<file path="src/rtl/adc_cmd_consts.svh">
// Purpose: Offsets, field positions, reset values and timing counts of the command path.
// Assumes: 40 MHz system clock; 16-bit command and register words.
// Notes:   Definitions only.
`ifndef ADC_CMD_CONSTS_SVH
`define ADC_CMD_CONSTS_SVH
// ==========================================================================
// Command words and answer words
`define CMD_NULL        16'h0000
`define CMD_RESET       16'h0011
`define CMD_STANDBY     16'h0022
`define CMD_WAKEUP      16'h0033
`define CMD_LOCK        16'h0555
`define CMD_UNLOCK      16'h0655
`define PFX_REGISTER_READ_CMD        3'h5
`define PFX_REGISTER_WRITE_CMD        3'h3
`define PFX_REGISTER_READ_CMD_HDR    3'h7
`define PFX_REGISTER_WRITE_CMD_ACK    3'h2
`define RSP_RESET_ACK   16'hFF28
`define RSP_RESET_SHORT 16'h0011
// ==========================================================================
// Register addresses, reset values and fields
`define ADDR_ID         6'h00
`define ADDR_STATUS     6'h01
`define ADDR_MODE       6'h02
`define ADDR_CLOCK      6'h03
`define REG_LAST        6'h3E
`define MODE_RESET      16'h0510
`define CLOCK_RESET     16'hFF0E
`define MODE_FMT_BIT    0
`define MODE_RST_BIT    10
`define WSEL_16         2'h0
`define WSEL_24         2'h1
`define WSEL_32_PAD     2'h2
`define WSEL_32_SEXT    2'h3
`define CODE_MAX        24'h7FFFFF
`define CODE_MIN        24'h800000
`define FRAME_WORDS     8'h0A
// ==========================================================================
// Timing
`define CLK_PERIOD_NS   25
`define READY_PULSE_NS  50
`define READY_PULSE_CYC ((`READY_PULSE_NS + `CLK_PERIOD_NS - 1) / `CLK_PERIOD_NS)
`endif

</file>
<file path="src/rtl/adc_cmd_pkg.sv">
// Purpose: Types shared by the command path.
// Assumes: Constants come from adc_cmd_consts.svh.
// Notes:   Types only.
package adc_cmd_pkg;
   // ==========================================================================
   // Kinds of first answer word.
   typedef enum logic [1:0] {RSP_STATUS, RSP_FIXED, RSP_REG} rsp_kind_t;
   // Decoded command classes after lock filtering.
   typedef enum logic [2:0] {
      K_NULL, K_RESET, K_STANDBY, K_WAKEUP, K_LOCK, K_UNLOCK, K_REGISTER_READ_CMD, K_REGISTER_WRITE_CMD
   } cmd_kind_t;
endpackage

</file>
<file path="src/rtl/adc_spi_cmd.sv">
// Purpose: Serial command interpreter and conversion data output path.
// Assumes: Host drives SCLK idle low, launches on rising and samples on falling edges.
// Notes:   Frame CRC is sent as a zero word; CRC checking is not provided.
// Overview of operation
// - Clip results to largest and most negative code.
// - Results are 24-bit two's complement.
// - FIFO holds two samples per channel.
// - Ready flag holds until both samples read.
// - Sync strobe empties FIFOs and realigns conversions.
// - Narrow ready pulse may occur; host ignores.
// - Null command changes nothing, answers status.
// - Invalid command behaves as null command.
// - Full reset frame resets registers, answers acknowledge.
// - Short reset frame answers distinct word.
// - Standby latched at frame end, echoed.
// - Wakeup returns to conversion, echoed.
// - Lock allows only null, read, unlock.
// - Unlock leaves locked state, echoed.
// - Read command: prefix, address, count minus one.
// - Single read answers register contents directly.
// - Multiple read answers header then registers ascending.
// - Write answers prefix, address, written count minus one.
// - Answer comes in the following frame.
// - Sixteen bits MSB aligned, low bits zero.
// - Read-only and out-of-range writes ignored, not counted.
//
// Local design decisions: the strobed register port and the register offsets.
`timescale 1ns/1ps
`include "adc_cmd_consts.svh"

module adc_spi_cmd
   import adc_cmd_pkg::*;
#(
   parameter int          NCH      = 8,
   parameter int          CONV_W   = 26,
   parameter logic [15:0] ID_VALUE = 16'h0800  // Arbitrary identity value.
)
(
   // Clock and reset
   input  wire logic                  i_clk,
   input  wire logic                  i_rst_n,
   // Serial link pins
   input  wire logic                  i_sclk,
   input  wire logic                  i_cs_n,
   input  wire logic                  i_din,
   output logic                       o_dout,
   output logic                       o_dout_oe,
   output logic                       o_data_ready_n,
   input  wire logic                  i_sync_rst_n,
   // Conversion results from the modulators and filters
   input  wire logic                  i_conv_valid,
   input  wire logic [NCH*CONV_W-1:0] i_conv_data,
   // Device state
   output logic                       o_standby,
   output logic                       o_realign,
   // Register port
   input  wire logic [5:0]            i_reg_addr,
   input  wire logic [15:0]           i_reg_wdata,
   input  wire logic                  i_reg_wr,
   input  wire logic                  i_reg_rd,
   output logic [15:0]                o_reg_rdata
);

   // ==========================================================================
   // Pin synchronisers
   logic sclk_s1, sclk_s2, sclk_s3, cs_s1, cs_s2, cs_s3, din_s1, din_s2;
   logic sync_s1, sync_s2, sync_s3;

   // Two flops per pin; the third stage only serves edge detection.
   always_ff @(posedge i_clk)
   begin
      if (!i_rst_n)
      begin
         {sclk_s1, sclk_s2, sclk_s3} <= 3'h0;
         {cs_s1, cs_s2, cs_s3}       <= 3'h7;
         {din_s1, din_s2}            <= 2'h0;
         {sync_s1, sync_s2, sync_s3} <= 3'h7;
      end
      else
      begin
         {sclk_s1, sclk_s2, sclk_s3} <= {i_sclk, sclk_s1, sclk_s2};
         {cs_s1, cs_s2, cs_s3}       <= {i_cs_n, cs_s1, cs_s2};
         {din_s1, din_s2}            <= {i_din, din_s1};
         {sync_s1, sync_s2, sync_s3} <= {i_sync_rst_n, sync_s1, sync_s2};
      end
   end

   logic frame_on, cs_fall, cs_rise, sclk_rise, sclk_fall, sync_fall;
   assign frame_on  = ~cs_s2;
   assign cs_fall   = ~cs_s2 & cs_s3;
   assign cs_rise   = cs_s2 & ~cs_s3;
   assign sclk_rise = sclk_s2 & ~sclk_s3 & frame_on;
   assign sclk_fall = ~sclk_s2 & sclk_s3 & frame_on;
   assign sync_fall = ~sync_s2 & sync_s3;

   // ==========================================================================
   // Frame counters
   logic [15:0]        regs_q [64];
   logic [4:0]         bit_cnt_q, wlen_m1;
   logic [7:0]         word_cnt_q;
   logic [15:0]        rx_q, cmd_q, rx_word;
   logic               cmd_ok_q, word_done, half_done, frame_end, mread_q;
   logic [1:0]         wsel;

   assign wsel    = regs_q[`ADDR_MODE][9:8];
   assign wlen_m1 = (wsel == `WSEL_16) ? 5'd15 : (wsel == `WSEL_24) ? 5'd23 : 5'd31;
   assign rx_word   = {rx_q[14:0], din_s2};
   assign word_done = sclk_fall & (bit_cnt_q == wlen_m1);
   assign half_done = sclk_fall & (bit_cnt_q == 5'd15);
   assign frame_end = cs_rise & cmd_ok_q;

   // Bits are captured on falling SCLK; the count saturates on very long frames.
   always_ff @(posedge i_clk)
   begin
      if (!i_rst_n || cs_fall)
      begin
         bit_cnt_q  <= 5'h0;
         word_cnt_q <= 8'h0;
         rx_q       <= 16'h0;
         cmd_ok_q   <= 1'b0;
         cmd_q      <= 16'h0;
      end
      else if (sclk_fall)
      begin
         rx_q <= rx_word;
         if (word_cnt_q == 8'h0 && bit_cnt_q == 5'd15)
         begin
            cmd_q    <= rx_word;
            cmd_ok_q <= 1'b1;
         end
         if (word_done)
         begin
            bit_cnt_q <= 5'h0;
            if (word_cnt_q != 8'hFF)
               word_cnt_q <= word_cnt_q + 8'h01;
         end
         else
            bit_cnt_q <= bit_cnt_q + 5'h01;
      end
   end

   // ==========================================================================
   // Command decode
   logic locked_q, standby_q;
   cmd_kind_t cur_kind;

   function automatic cmd_kind_t decode(input logic [15:0] c, input logic lk);
      cmd_kind_t k;
      k = K_NULL;
      if (c == `CMD_RESET)             k = K_RESET;
      else if (c == `CMD_STANDBY)      k = K_STANDBY;
      else if (c == `CMD_WAKEUP)       k = K_WAKEUP;
      else if (c == `CMD_LOCK)         k = K_LOCK;
      else if (c == `CMD_UNLOCK)       k = K_UNLOCK;
      else if (c[15:13] == `PFX_REGISTER_READ_CMD)  k = K_REGISTER_READ_CMD;
      else if (c[15:13] == `PFX_REGISTER_WRITE_CMD)  k = K_REGISTER_WRITE_CMD;
      if (lk && k != K_REGISTER_READ_CMD && k != K_UNLOCK)
         k = K_NULL;
      return k;
   endfunction

   assign cur_kind = decode(cmd_q, locked_q);

   // ==========================================================================
   // Register writes from the link
   logic       wr_fire, wr_ok, dev_rst, frame_full;
   logic [5:0] wr_addr;
   logic [6:0] wr_cnt_q;

   assign wr_fire = half_done & cmd_ok_q & (cur_kind == K_REGISTER_WRITE_CMD) & (word_cnt_q != 8'h0)
                    & (word_cnt_q <= {1'b0, cmd_q[6:0]} + 8'h01);
   assign wr_addr = cmd_q[12:7] + word_cnt_q[5:0] - 6'h01;
   assign wr_ok      = wr_fire & (wr_addr >= `ADDR_MODE) & (wr_addr <= `REG_LAST);
   assign frame_full = word_cnt_q >= `FRAME_WORDS;
   assign dev_rst    = frame_end & (cur_kind == K_RESET) & frame_full;

   // Counts registers really changed in this frame.
   always_ff @(posedge i_clk)
   begin
      if (!i_rst_n || cs_fall)
         wr_cnt_q <= 7'h0;
      else if (wr_ok && wr_cnt_q != 7'h7F)
         wr_cnt_q <= wr_cnt_q + 7'h01;
   end

   // Register array; a link write beats a port write to the same cycle.
   always_ff @(posedge i_clk)
   begin
      if (!i_rst_n || dev_rst)
      begin
         for (int i = 0; i < 64; i++)
            regs_q[i] <= (i == 2) ? `MODE_RESET : (i == 3) ? `CLOCK_RESET : 16'h0000;
      end
      else if (wr_ok)
         regs_q[wr_addr] <= rx_word;
      else if (i_reg_wr && i_reg_addr >= `ADDR_MODE && i_reg_addr <= `REG_LAST)
         regs_q[i_reg_addr] <= i_reg_wdata;
   end

   // ==========================================================================
   // Output FIFOs, two samples per channel
   logic [23:0] head_w  [NCH];
   logic [23:0] coded_w [NCH];
   logic [1:0]  cnt_w   [NCH];
   logic [NCH-1:0] ready, pop;
   logic        fifo_clr;

   assign fifo_clr = sync_fall | dev_rst;

   generate
      for (genvar g = 0; g < NCH; g++)
      begin : g_ch
         logic [CONV_W-1:0] raw;
         logic [CONV_W-24:0] upper;
         logic [1:0]  cnt_q;
         logic [23:0] mem0_q, mem1_q;
         assign raw   = i_conv_data[g*CONV_W +: CONV_W];
         assign upper = raw[CONV_W-1:23];
         assign coded_w[g] = (upper == '0 || upper == '1) ? raw[23:0]
                             : raw[CONV_W-1] ? `CODE_MIN : `CODE_MAX;
         assign head_w[g] = mem0_q;
         assign cnt_w[g]  = cnt_q;
         // flag holds while any sample waits
         assign ready[g]  = cnt_q != 2'h0;
         assign pop[g]    = word_done & ~mread_q & (word_cnt_q == 8'(g + 1)) & ready[g];

         // two-entry store; a push into a full store drops the oldest sample.
         always_ff @(posedge i_clk)
         begin
            if (!i_rst_n || fifo_clr)
            begin
               cnt_q  <= 2'h0;
               mem0_q <= 24'h0;
               mem1_q <= 24'h0;
            end
            else if (i_conv_valid)
            begin
               if (cnt_q == 2'h0 || (cnt_q == 2'h1 && pop[g]))
                  mem0_q <= coded_w[g];
               else if (cnt_q == 2'h2 || pop[g])
                  mem0_q <= mem1_q;
               mem1_q <= coded_w[g];
               if (cnt_q == 2'h0 || (cnt_q == 2'h1 && !pop[g]))
                  cnt_q <= cnt_q + 2'h1;
            end
            else if (pop[g])
            begin
               mem0_q <= mem1_q;
               cnt_q  <= cnt_q - 2'h1;
            end
         end
      end
   endgenerate

   // ==========================================================================
   // Device state and answer selection
   rsp_kind_t   rsp_kind_q;
   logic [15:0] rsp_fixed_q, status;
   logic [5:0]  rd_addr_q;
   logic [6:0]  rd_n_q;

   assign status = {locked_q, 4'h0, regs_q[`ADDR_MODE][`MODE_RST_BIT], wsel, 8'(ready)};

   // Lock and standby change only when the frame closes.
   always_ff @(posedge i_clk)
   begin
      if (!i_rst_n || dev_rst)
      begin
         locked_q  <= 1'b0;
         standby_q <= 1'b0;
      end
      else if (frame_end)
      begin
         unique case (cur_kind)
            K_STANDBY: standby_q <= 1'b1;
            K_WAKEUP:  standby_q <= 1'b0;
            K_LOCK:    locked_q  <= 1'b1;
            K_UNLOCK:  locked_q  <= 1'b0;
            default:   ;
         endcase
      end
   end

   // answer prepared for the next frame
   always_ff @(posedge i_clk)
   begin
      if (!i_rst_n)
      begin
         rsp_kind_q  <= RSP_STATUS;
         rsp_fixed_q <= 16'h0;
         rd_addr_q   <= 6'h0;
         rd_n_q      <= 7'h0;
         mread_q     <= 1'b0;
      end
      else if (cs_rise)
      begin
         mread_q    <= 1'b0;
         rsp_kind_q <= RSP_FIXED;
         rd_addr_q  <= cmd_q[12:7];
         rd_n_q     <= cmd_q[6:0];
         unique case (cmd_ok_q ? cur_kind : K_NULL)
            K_RESET: rsp_fixed_q <= frame_full ? `RSP_RESET_ACK : `RSP_RESET_SHORT;
            K_STANDBY, K_WAKEUP, K_LOCK, K_UNLOCK: rsp_fixed_q <= cmd_q;
            K_REGISTER_READ_CMD:
            begin
               if (cmd_q[6:0] == 7'h0)
                  rsp_kind_q <= RSP_REG;
               else
                  mread_q <= 1'b1;
               rsp_fixed_q <= {`PFX_REGISTER_READ_CMD_HDR, cmd_q[12:0]};
            end
            K_REGISTER_WRITE_CMD: rsp_fixed_q <= {`PFX_REGISTER_WRITE_CMD_ACK, cmd_q[12:7],
                                    (wr_cnt_q == 7'h0) ? 7'h0 : wr_cnt_q - 7'h01};
            default: rsp_kind_q <= RSP_STATUS;
         endcase
      end
   end

   // Register view shared by link reads and the port.
   function automatic logic [15:0] reg_view(input logic [5:0] a);
      if (a == `ADDR_ID)
         return ID_VALUE;
      if (a == `ADDR_STATUS)
         return status;
      return (a <= `REG_LAST) ? regs_q[a] : 16'h0;
   endfunction

   // ==========================================================================
   // Outgoing word and serial output
   logic [31:0] cur_word;
   logic [2:0]  ch_sel;
   logic [23:0] ch_data;

   assign ch_sel  = word_cnt_q[2:0] - 3'h1;
   assign ch_data = head_w[ch_sel];

   // 32-bit words MSB aligned except sign-extended 32-bit data, which sits in the low 24 bits; the serialiser uses the top wlen bits.
   always_comb
   begin
      cur_word = 32'h0;
      if (word_cnt_q == 8'h0)
      begin
         unique case (rsp_kind_q)
            RSP_STATUS: cur_word = {status, 16'h0};
            RSP_REG:    cur_word = {reg_view(rd_addr_q), 16'h0};
            default:    cur_word = {rsp_fixed_q, 16'h0};
         endcase
      end
      else if (mread_q)
      begin
         if (word_cnt_q <= {1'b0, rd_n_q} + 8'h01)
            cur_word = {reg_view(rd_addr_q + word_cnt_q[5:0] - 6'h01), 16'h0};
      end
      else if (word_cnt_q <= 8'(NCH))
      begin
         unique case (wsel)
            `WSEL_16:      cur_word = {ch_data[23:8], 16'h0};
            `WSEL_32_SEXT: cur_word = {{8{ch_data[23]}}, ch_data};
            default:       cur_word = {ch_data, 8'h0};
         endcase
      end
   end

   // Bits launch on rising SCLK; the line is driven only inside a frame.
   always_ff @(posedge i_clk)
   begin
      if (!i_rst_n)
      begin
         o_dout    <= 1'b0;
         o_dout_oe <= 1'b0;
      end
      else
      begin
         o_dout_oe <= frame_on;
         if (cs_fall)
            o_dout <= 1'b0;
         else if (sclk_rise)
            o_dout <= cur_word[5'd31 - bit_cnt_q];
      end
   end

   // ==========================================================================
   // Ready line, realign strobe and register port
   logic [3:0] pulse_cnt_q;
   logic       fmt_pulse;

   assign fmt_pulse = regs_q[`ADDR_MODE][`MODE_FMT_BIT];
   assign o_standby = standby_q;

   // level format may rise briefly between reads; hosts must not rely on it.
   always_ff @(posedge i_clk)
   begin
      if (!i_rst_n)
      begin
         pulse_cnt_q    <= 4'h0;
         o_data_ready_n <= 1'b1;
         o_realign      <= 1'b0;
         o_reg_rdata    <= 16'h0;
      end
      else
      begin
         if (i_conv_valid)
            pulse_cnt_q <= 4'(`READY_PULSE_CYC);
         else if (pulse_cnt_q != 4'h0)
            pulse_cnt_q <= pulse_cnt_q - 4'h1;
         o_data_ready_n <= fmt_pulse ? (pulse_cnt_q == 4'h0) : ~|ready;
         o_realign      <= sync_fall;
         o_reg_rdata    <= i_reg_rd ? reg_view(i_reg_addr) : 16'h0;
      end
   end

   // ==========================================================================
   // Checks
   AST_CLIP_POS: assert property (@(posedge i_clk) disable iff (!i_rst_n)
      (!i_conv_data[CONV_W-1] && i_conv_data[CONV_W-2:23] != '0) |-> coded_w[0] == `CODE_MAX)
      else $error("positive overrange not clipped");
   AST_CLIP_NEG: assert property (@(posedge i_clk) disable iff (!i_rst_n)
      (i_conv_data[CONV_W-1] && i_conv_data[CONV_W-2:23] != '1) |-> coded_w[0] == `CODE_MIN)
      else $error("negative overrange not clipped");
   AST_TWOS: assert property (@(posedge i_clk) disable iff (!i_rst_n)
      (i_conv_data[CONV_W-1:23] == '0) |-> coded_w[0] == i_conv_data[23:0])
      else $error("in-range code altered");
   AST_FIFO_DEPTH: assert property (@(posedge i_clk) disable iff (!i_rst_n)
      (i_conv_valid && !pop[0] && !fifo_clr && cnt_w[0] != 2'h0) |=> cnt_w[0] == 2'h2)
      else $error("fifo does not fill to two");
   AST_READY_HOLD: assert property (@(posedge i_clk) disable iff (!i_rst_n)
      (cnt_w[0] == 2'h2 && pop[0] && !i_conv_valid && !fifo_clr) |=> ready[0])
      else $error("ready dropped with a sample left");
   AST_SYNC_CLEAR: assert property (@(posedge i_clk) disable iff (!i_rst_n)
      sync_fall |=> (ready == '0 && o_realign) ##1 o_realign == 1'b0)
      else $error("sync did not empty fifo");
   AST_NULL_STATUS: assert property (@(posedge i_clk) disable iff (!i_rst_n)
      (frame_end && cmd_q == `CMD_NULL) |=> rsp_kind_q == RSP_STATUS && $stable(locked_q))
      else $error("null command not answered with status");
   AST_INVALID: assert property (@(posedge i_clk) disable iff (!i_rst_n)
      (frame_end && cmd_q == 16'hFFFF) |=> rsp_kind_q == RSP_STATUS)
      else $error("invalid command not treated as null");
   AST_RESET_ACK: assert property (@(posedge i_clk) disable iff (!i_rst_n)
      dev_rst |=> rsp_fixed_q == `RSP_RESET_ACK && regs_q[`ADDR_MODE] == `MODE_RESET)
      else $error("reset frame not acknowledged");
   AST_RESET_SHORT: assert property (@(posedge i_clk) disable iff (!i_rst_n)
      (frame_end && cur_kind == K_RESET && !frame_full) |=> rsp_fixed_q == `RSP_RESET_SHORT)
      else $error("short reset frame misanswered");
   AST_LOCK_BLOCK: assert property (@(posedge i_clk) disable iff (!i_rst_n)
      (frame_end && locked_q && cmd_q == `CMD_STANDBY) |=> $stable(standby_q))
      else $error("locked interface accepted standby");
   AST_REGISTER_READ_CMD_SINGLE: assert property (@(posedge i_clk) disable iff (!i_rst_n)
      (frame_end && cur_kind == K_REGISTER_READ_CMD && cmd_q[6:0] == 7'h0)
      |=> rsp_kind_q == RSP_REG && !mread_q)
      else $error("single read not answered directly");
   COV_SYNC: cover property (@(posedge i_clk) disable iff (!i_rst_n) sync_fall && ready != '0);
   COV_RESET: cover property (@(posedge i_clk) disable iff (!i_rst_n) dev_rst);
   COV_MREAD: cover property (@(posedge i_clk) disable iff (!i_rst_n) mread_q && sclk_rise);

endmodule

</file>
<file path="config.mk">
export PLATFORM = sky130hd
export DESIGN_NAME = adc_spi_cmd
export DESIGN_NICKNAME = d
export VERILOG_FILES = /design/src/rtl/adc_cmd_pkg.sv /design/src/rtl/adc_spi_cmd.sv
export VERILOG_INCLUDE_DIRS = /design/src /design/src/rtl
export SDC_FILE = /design/constraint.sdc
export NUM_CORES = 2
export LEC_CHECK = 0
export ABC_CLOCK_PERIOD_IN_PS = 6390
export BUFFER_PORTS_ARGS = -buffer_cell sky130_fd_sc_hd__buf_2
export CORE_MARGIN = 2
export CORE_UTILIZATION = 57
export CTS_CLUSTER_SIZE = 16
export DETAILED_ROUTE_END_ITERATION = 16
export HOLD_SLACK_MARGIN = 0.08
export PLACE_DENSITY = 0.77
export SETUP_SLACK_MARGIN = 0.3
export SLEW_MARGIN = 0
export SYNTH_ARGS = -nofsm -noshare
export SYNTH_HDL_FRONTEND = slang
export SYNTH_SLANG_ARGS = --single-unit
</file>
<file path="constraint.sdc">
create_clock -name i_clk -period 6.39 [get_ports i_clk]
set_clock_uncertainty 0.2 [all_clocks]
set_input_delay 1.278 -clock i_clk [delete_from_list [all_inputs] [get_ports i_clk]]
set_output_delay 1.278 -clock i_clk [all_outputs]
set_load 0.01 [all_outputs]
</file>
# ---- Word-level counts from Yosys, hierarchy flattened
# Memories as Yosys holds them, arrays and structs flattened. A register that Yosys moved wholly into a read port is not among the register bits.
# Index checks and enable logic that the tools add are counted.
dict set report word_totals {
  wordCells 524
  memories 1
  reg_bits 521
  ram_bits 1024
  output_inout_bits 21
}
dict set report op_classes {
  eq_ne 80
  addsub 29
  n_bitwise 44
  mux 160
  n_lt_le_gt_ge 12
  reduce_logical 143
}
# name depth width read_ports rd_clocked_by_memory_dff wr line_no
set mem_list {}
lappend mem_list {regs_q 64 16 4 1 64 adc_spi_cmd.sv:98} ;# logic [15:0] regs_q [64];
# cell count
set op_table {}
lappend op_table {{$mux 24} 50}
lappend op_table {{$mux 16} 18}
lappend op_table {{$mux 32} 4}
lappend op_table {{$bmux 24 s3} 1}
lappend op_table {{$pmux 16 s4} 1}
lappend op_table {{$pmux 32 s2} 1}
lappend op_table {{$pmux 31 s2} 1}
lappend op_table {{$mux 2} 27}
lappend op_table {{$eq 3x3->1 const B} 16}
lappend op_table {{$reduce_and 2->1} 21}
lappend op_table {{$reduce_bool 2->1} 19}
lappend op_table {{$mux 1} 36}
lappend op_table {{$and 1x1->1} 35}
lappend op_table {{$logic_or 1x1->1} 35}
lappend op_table {{$eq 16x11->1 const B} 2}
lappend op_table {{$eq 16x6->1 const B} 2}
lappend op_table {{$eq 8x3->1 const B} 4}
lappend op_table {{$reduce_or 16->1} 2}
lappend op_table {{$mux 3} 9}
lappend op_table {{$le 6x6->1 const B} 4}
lappend op_table {{$logic_not 3->1} 8}
lappend op_table {{$mux 6} 4}
lappend op_table {{$ne 3x1->1 const B} 8}
lappend op_table {{$logic_and 1x1->1} 22}
lappend op_table {{other kinds (55)} 138}

# ---- Depth between registers and ports, before layout
dict set report depth {
  depth_word 24
  mapped_depth 21
}

# ---- Worst setup path after synthesis
# Ideal clock, no wire load.
dict set report synth_path {
  kind {register to register}
  from {reg word_cnt_q[0]}
  to {mem regs_q[47][0] (enable)}
  path_stages_with_launch 22
  setup_slack_ps -389
  arrival_time_ps 6165
  setup_time_ps 414
  required_time_ps 5776
  n_path_buf 7
  cell_sequence {dfxtp_1 -> clkbuf_1 -> buf_2 -> buf_1 -> inv_1 -> ha_1 -> inv_1 -> ha_1 -> fa_1 -> a21o_1 -> a21oi_1 -> xor2_2 -> o41ai_1 -> or3b_4 -> o31a_1 -> buf_6 -> nor2_4 -> mux2_2 -> buf_2 -> buf_2 -> buf_2 -> o31ai_1}
}
# element line_no
set synth_rtl {}
lappend synth_rtl {{from (decl)} adc_spi_cmd.sv:100} ;# logic [7:0] word_cnt_q;
lappend synth_rtl {{from (signal assigned)} adc_spi_cmd.sv:135} ;# word_cnt_q <= word_cnt_q + 8'h01;
lappend synth_rtl {{to (decl)} adc_spi_cmd.sv:98}

# ---- Final worst setup path
dict set report layout_path {
  from {reg word_cnt_q[1]}
  to {reg o_dout}
}
dict set report layout_via {
  elab_chain_len 15
  elab_cells_between_ends 34
  cone_classes {add/sub (3); order compare (3); eq/ne (1); mux (23); bitwise (1); reduce/logical (2); memory (1)}
}
# element line_no
set layout_rtl {}
lappend layout_rtl {{branches (longest 12 deep; another with $mem_v2 64x16)} -}
lappend layout_rtl {{$mux 32 *} adc_spi_cmd.sv:341} ;# if (word_cnt_q == 8'h0)
lappend layout_rtl {{$bmux 1 s5 *} adc_spi_cmd.sv:378} ;# o_dout <= cur_word[5'd31 - bit_cnt_q];
lappend layout_rtl {{$mux 1 (not written as such) *} adc_spi_cmd.sv:378}
lappend layout_rtl {{to (signal assigned)} adc_spi_cmd.sv:378}
lappend layout_rtl {{to (decl)} adc_spi_cmd.sv:46} ;# output logic o_dout,
# Mark *: on every way between the ends. The select of a mux whose other input is x is not followed.
# A chain may end at the register's enable or synchronous reset.

==> flow_metrics.env <==
export IMPL_layout_setup_ws_ns=0.300
export IMPL_hold_class="reg -> reg"
export IMPL_worst_setup_path_type="reg -> reg"
export IMPL_netlist_cell_type_count=98
export IMPL_timing_max_slew_rel_slack=-0.0622
export IMPL_clock_power_share=0.394
export IMPL_crit_path_cell_trace="inv_1 -> buf_4 -> ha_1 -> inv_1 -> ha_4 -> fa_2 -> buf_4 -> nor2_4 -> buf_4 -> a22oi_1 -> a21oi_1 -> nor3_1 -> o31ai_1 -> a32o_1 -> nand4b_1 -> o311ai_0"
export IMPL_post_route_cells_drive_above_1_share=0.270
export IMPL_floorplan_die_area_sq_um=161000
export IMPL_rows=145
export IMPL_number_of_synthesized_register_bits=1551
export IMPL_dp_slack_ns=0.516
export IMPL_floorplan_io_pins=260
export IMPL_postSynthAreaPerCell_sq_um=12.3
export IMPL_layout_area_overhead_vs_synth_pct=12.3
export IMPL_fin_crit_ns=6.09
export IMPL_worst_ir_drop_vdd_uv=312
export IMPL_postSynth_topFlopCell="sky130_fd_sc_hd__edfxtp_1"
export IMPL_clock_tree_root_driver_cell="sky130_fd_sc_hd__clkbuf_16"
export IMPL_status="complete, but fails checks"
export IMPL_internal_power_w=0.0186
export IMPL_critical_path_n_buffers_inverters=5
export IMPL_cpPeakStageDelay_ns=1.25
export IMPL_synthesis_area_sq_um=89900
export IMPL_crit_arrival_ns=6.57
export IMPL_worst_slew_pin_transition_ns=1.59
export IMPL_post_synthesis_sequential_area_ratio=0.459
export IMPL_p_leak_nw=33.7
export IMPL_grt_start_max_net_pins=137
export IMPL_fp_dieH_microns=401
export IMPL_met1_length_mm=114
export IMPL_cts_reportedPaths_clkPinSlew_ns=0.06
export IMPL_setup_violations=0
export IMPL_detailedRoute_firstIterationViolations=13700
export IMPL_cts_buffer_depth=3
export IMPL_route_met3_wl_mm=61.0
export IMPL_dp_hpwl_mm=237
export IMPL_initial_utilization=0.575
export IMPL_max_slew_violation_count=26
export IMPL_grt_remaining_overflow=0
export IMPL_clock_sinks=1551
export IMPL_utilization=0.645
export IMPL_timing_setup_tns_ns=0
export IMPL_wl_met2_mm=149
export IMPL_core_sq_um=156000
export IMPL_ff_latch_area_sq_um=41300
export IMPL_synth_warning_count=0
export IMPL_violations="max-capacitance violations, max-slew violations"
export IMPL_cp_end_kind="flip-flop"
export IMPL_count_of_flip_flops_with_a_built_in_enable_after_synthesis=1024
export IMPL_cp_max_fo=23
export IMPL_num_nets_final=7675
export IMPL_seq_power_share=0.455
export IMPL_critical_path_most_common_cell="sky130_fd_sc_hd__buf_4"
export IMPL_grt_total_usage=0.432
export IMPL_p_comb_frac=0.151
export IMPL_antenna_violating_nets_left=0
export IMPL_synth_area_leader_cell="sky130_fd_sc_hd__edfxtp_1"
export IMPL_max_freq_ghz=0.164
export IMPL_power_switching_fraction=0.283
export IMPL_switchingPower_w=0.00732
export IMPL_die_width_microns=401
export IMPL_htree_levels=4
export IMPL_grt_setup_unrepaired="false"
export IMPL_clock_insertion_delay_worst_skew_ns=0.84
export IMPL_num_vias=74000
export IMPL_number_of_buffers_added_on_ports=259
export IMPL_vias_per_cell=7.73
export IMPL_synth_top_area_share=0.342
export IMPL_num_fill_cells=11500
export IMPL_synth_cells=7337
export IMPL_grt_antenna_before_repair=21
export IMPL_post_route_period_util=0.953
export IMPL_multiInputGateArea_sq_um=46000
export IMPL_drv_max_cap_violation_count=2
export IMPL_wire_length_of_the_first_global_routing_pass_mm=501
export IMPL_drt_wirelength_mm=353
export IMPL_detail_route_first_pass_iterations=9
export IMPL_critPathTopFamily="simple AND/OR/NAND/NOR gates"
export IMPL_post_route_drc_count=0
export IMPL_routed_wire_length_per_instance_microns=36.9
export IMPL_top_layer_used="met5"
export IMPL_gp_congestion=1.03
export IMPL_ys_async_sr_fraction=0
export IMPL_cts_buffers_inserted=167
export IMPL_grt_pass1_vias=70000
export IMPL_netlist_top_cells_area="sky130_fd_sc_hd__edfxtp_1 (34%), sky130_fd_sc_hd__mux4_2 (23%), sky130_fd_sc_hd__dfxtp_1 (12%), sky130_fd_sc_hd__mux2i_1 (5.4%), sky130_fd_sc_hd__nor2_1 (5.0%)"
export IMPL_critical_path_start_type="flip-flop"
export IMPL_cp_data_required_time_ns=6.87
export IMPL_timing_final_hold_violations=0
export IMPL_crit_slowest_cell="sky130_fd_sc_hd__nor2_4"
export IMPL_power_density_nw_per_um2=257
export IMPL_tritoncts="done"
==> state kept, by name, indices dropped and copies added, names as in the netlist, 2 cells and up, named ones only <==
name         flops
o_reg_rdata     16
rsp_kind_q       2
g_ch.mem1_q    192
rx_q            15
regs_q        1024
rd_n_q           7
pulse_cnt_q      4
g_ch.cnt_q      16
bit_cnt_q        5
word_cnt_q       8
cmd_q           16
rd_addr_q        6
wr_cnt_q         7
g_ch.mem0_q    192
rsp_fixed_q     16
==> cell families (layout without fill, tap and decap cells) <==
family,Yosys count,count (layout),share of synthesized area
AOI/OAI and AO/OA,869,869,0.0684
xor gates and xnor gates,57,57,0.00564
adders and majority gates,70,70,0.00991
buffers and inverters,914,1035,0.0416
DFF,1551,1551,0.459
muxes,1426,1426,0.287
other,1,57,0.0000417
and+or+nand+nor,2449,2449,0.128
==> power by group through the flow <==
stage	registers (W)	logic [W]	clock network (W)
6_report	0.0118	0.00391	0.0102
5_1_grt	0.0118	0.00402	0.0105
4_1_cts	0.0118	0.00376	0.0101
3_5_place_dp	0.0120	0.00374	0
3_3_place_gp	0.0119	0.00367	0
2_1_floorplan	0.0117	0.00248	0
==> through the flow <==
step | hold WS (ns) | area [sq um] | total power [W] | std cells
floorplan | 0.186 | 90400 | 0.0142 | 7384
global placement | 0.198 | 95100 | 0.0156 | 9252
detailed placement | 0.207 | 95100 | 0.0157 | 9252
CTS | 0.224 | 101000 | 0.0257 | 9560
global route | 0.261 | 101000 | 0.0264 | 9563
finish | 0.219 | 101000 | 0.0259 | 9572
==> cell type report <==
type / count / area share
Multi-Input combinational cell: 4919 / 0.456
Sequential cell: 1551 / 0.409
Timing Repair Buffer: 641 / 0.0485
Clock buffer: 219 / 0.0461
Tap cell: 2058 / 0.0255
Clock inverter: 89 / 0.0108
Inverter: 86 / 0.00320
Antenna cell: 9 / 0.000223
==> layer usage <==
layer  up-vias  global-route usage
li1      28800                   -
met1     36400               0.537
met2      7094               0.614
met3      1661               0.192
met4        24               0.276
met5         -            0.000297
==> cells in the final DEF (no fill, tap or decap), types with 17 or more instances in the layout <==
cell	instances
sky130_fd_sc_hd__a22oi_1	105
sky130_fd_sc_hd__o31ai_4	28
sky130_fd_sc_hd__nand2b_1	24
sky130_fd_sc_hd__nand2_1	248
sky130_fd_sc_hd__buf_4	328
sky130_fd_sc_hd__a211oi_1	216
sky130_fd_sc_hd__nor2b_1	22
sky130_fd_sc_hd__clkinv_1	26
sky130_fd_sc_hd__nor2_1	1195
sky130_fd_sc_hd__o22ai_1	26
sky130_fd_sc_hd__ha_1	65
sky130_fd_sc_hd__clkinv_2	24
sky130_fd_sc_hd__edfxtp_1	1024
sky130_fd_sc_hd__clkbuf_16	170
sky130_fd_sc_hd__mux2_2	20
sky130_fd_sc_hd__clkbuf_8	21
sky130_fd_sc_hd__a31oi_1	24
sky130_fd_sc_hd__nor4_1	397
sky130_fd_sc_hd__mux2i_1	465
sky130_fd_sc_hd__a21oi_1	196
sky130_fd_sc_hd__conb_1	48
sky130_fd_sc_hd__clkbuf_1	27
sky130_fd_sc_hd__xnor2_1	33
sky130_fd_sc_hd__inv_1	82
sky130_fd_sc_hd__nand3_1	70
sky130_fd_sc_hd__mux4_2	921
sky130_fd_sc_hd__mux2i_4	19
sky130_fd_sc_hd__buf_12	54
sky130_fd_sc_hd__o31ai_1	21
sky130_fd_sc_hd__o221ai_2	19
sky130_fd_sc_hd__xor2_1	18
sky130_fd_sc_hd__and3_1	17
sky130_fd_sc_hd__o21ai_0	49
sky130_fd_sc_hd__a21o_1	21
sky130_fd_sc_hd__nor3_1	320
sky130_fd_sc_hd__o21ai_2	19
sky130_fd_sc_hd__dfxtp_1	521
sky130_fd_sc_hd__nand4_1	31
sky130_fd_sc_hd__buf_2	254
==> cell usage after synthesis, types with 26 or more instances <==
cell type / instances
sky130_fd_sc_hd__a22oi_1: 105
sky130_fd_sc_hd__buf_2: 173
sky130_fd_sc_hd__nor3_1: 322
sky130_fd_sc_hd__o22ai_1: 26
sky130_fd_sc_hd__nand2_1: 248
sky130_fd_sc_hd__dfxtp_1: 527
sky130_fd_sc_hd__o31ai_1: 48
sky130_fd_sc_hd__ha_1: 68
sky130_fd_sc_hd__xnor2_1: 35
sky130_fd_sc_hd__edfxtp_1: 1024
sky130_fd_sc_hd__clkbuf_1: 522
sky130_fd_sc_hd__buf_1: 113
sky130_fd_sc_hd__nor2b_1: 32
sky130_fd_sc_hd__inv_1: 82
sky130_fd_sc_hd__a21oi_1: 197
sky130_fd_sc_hd__nand3_1: 70
sky130_fd_sc_hd__mux2i_1: 484
sky130_fd_sc_hd__nor2_1: 1205
sky130_fd_sc_hd__nand4_1: 31
sky130_fd_sc_hd__o21ai_0: 68
sky130_fd_sc_hd__mux4_2: 921
sky130_fd_sc_hd__nor4_1: 399
sky130_fd_sc_hd__a211oi_1: 216
==> path summary, 6_finish.rpt <==
kind            startpoint       to  slack, ns  cells after the start
max          word_cnt_q[1]   o_dout       0.30                     16
min                sync_s1  sync_s2       0.22                      1
max reg2reg  word_cnt_q[1]   o_dout       0.30                     16
min reg2reg        sync_s1  sync_s2       0.22                      1
==> repair_timing <==
action                                  4_1_cts  5_1_grt
buffers inserted                              0        2
resized for setup                             0        2
endpoints found under the setup margin        0       47
hold buffers                                  0        0
(Power assumes the default switching activity.)
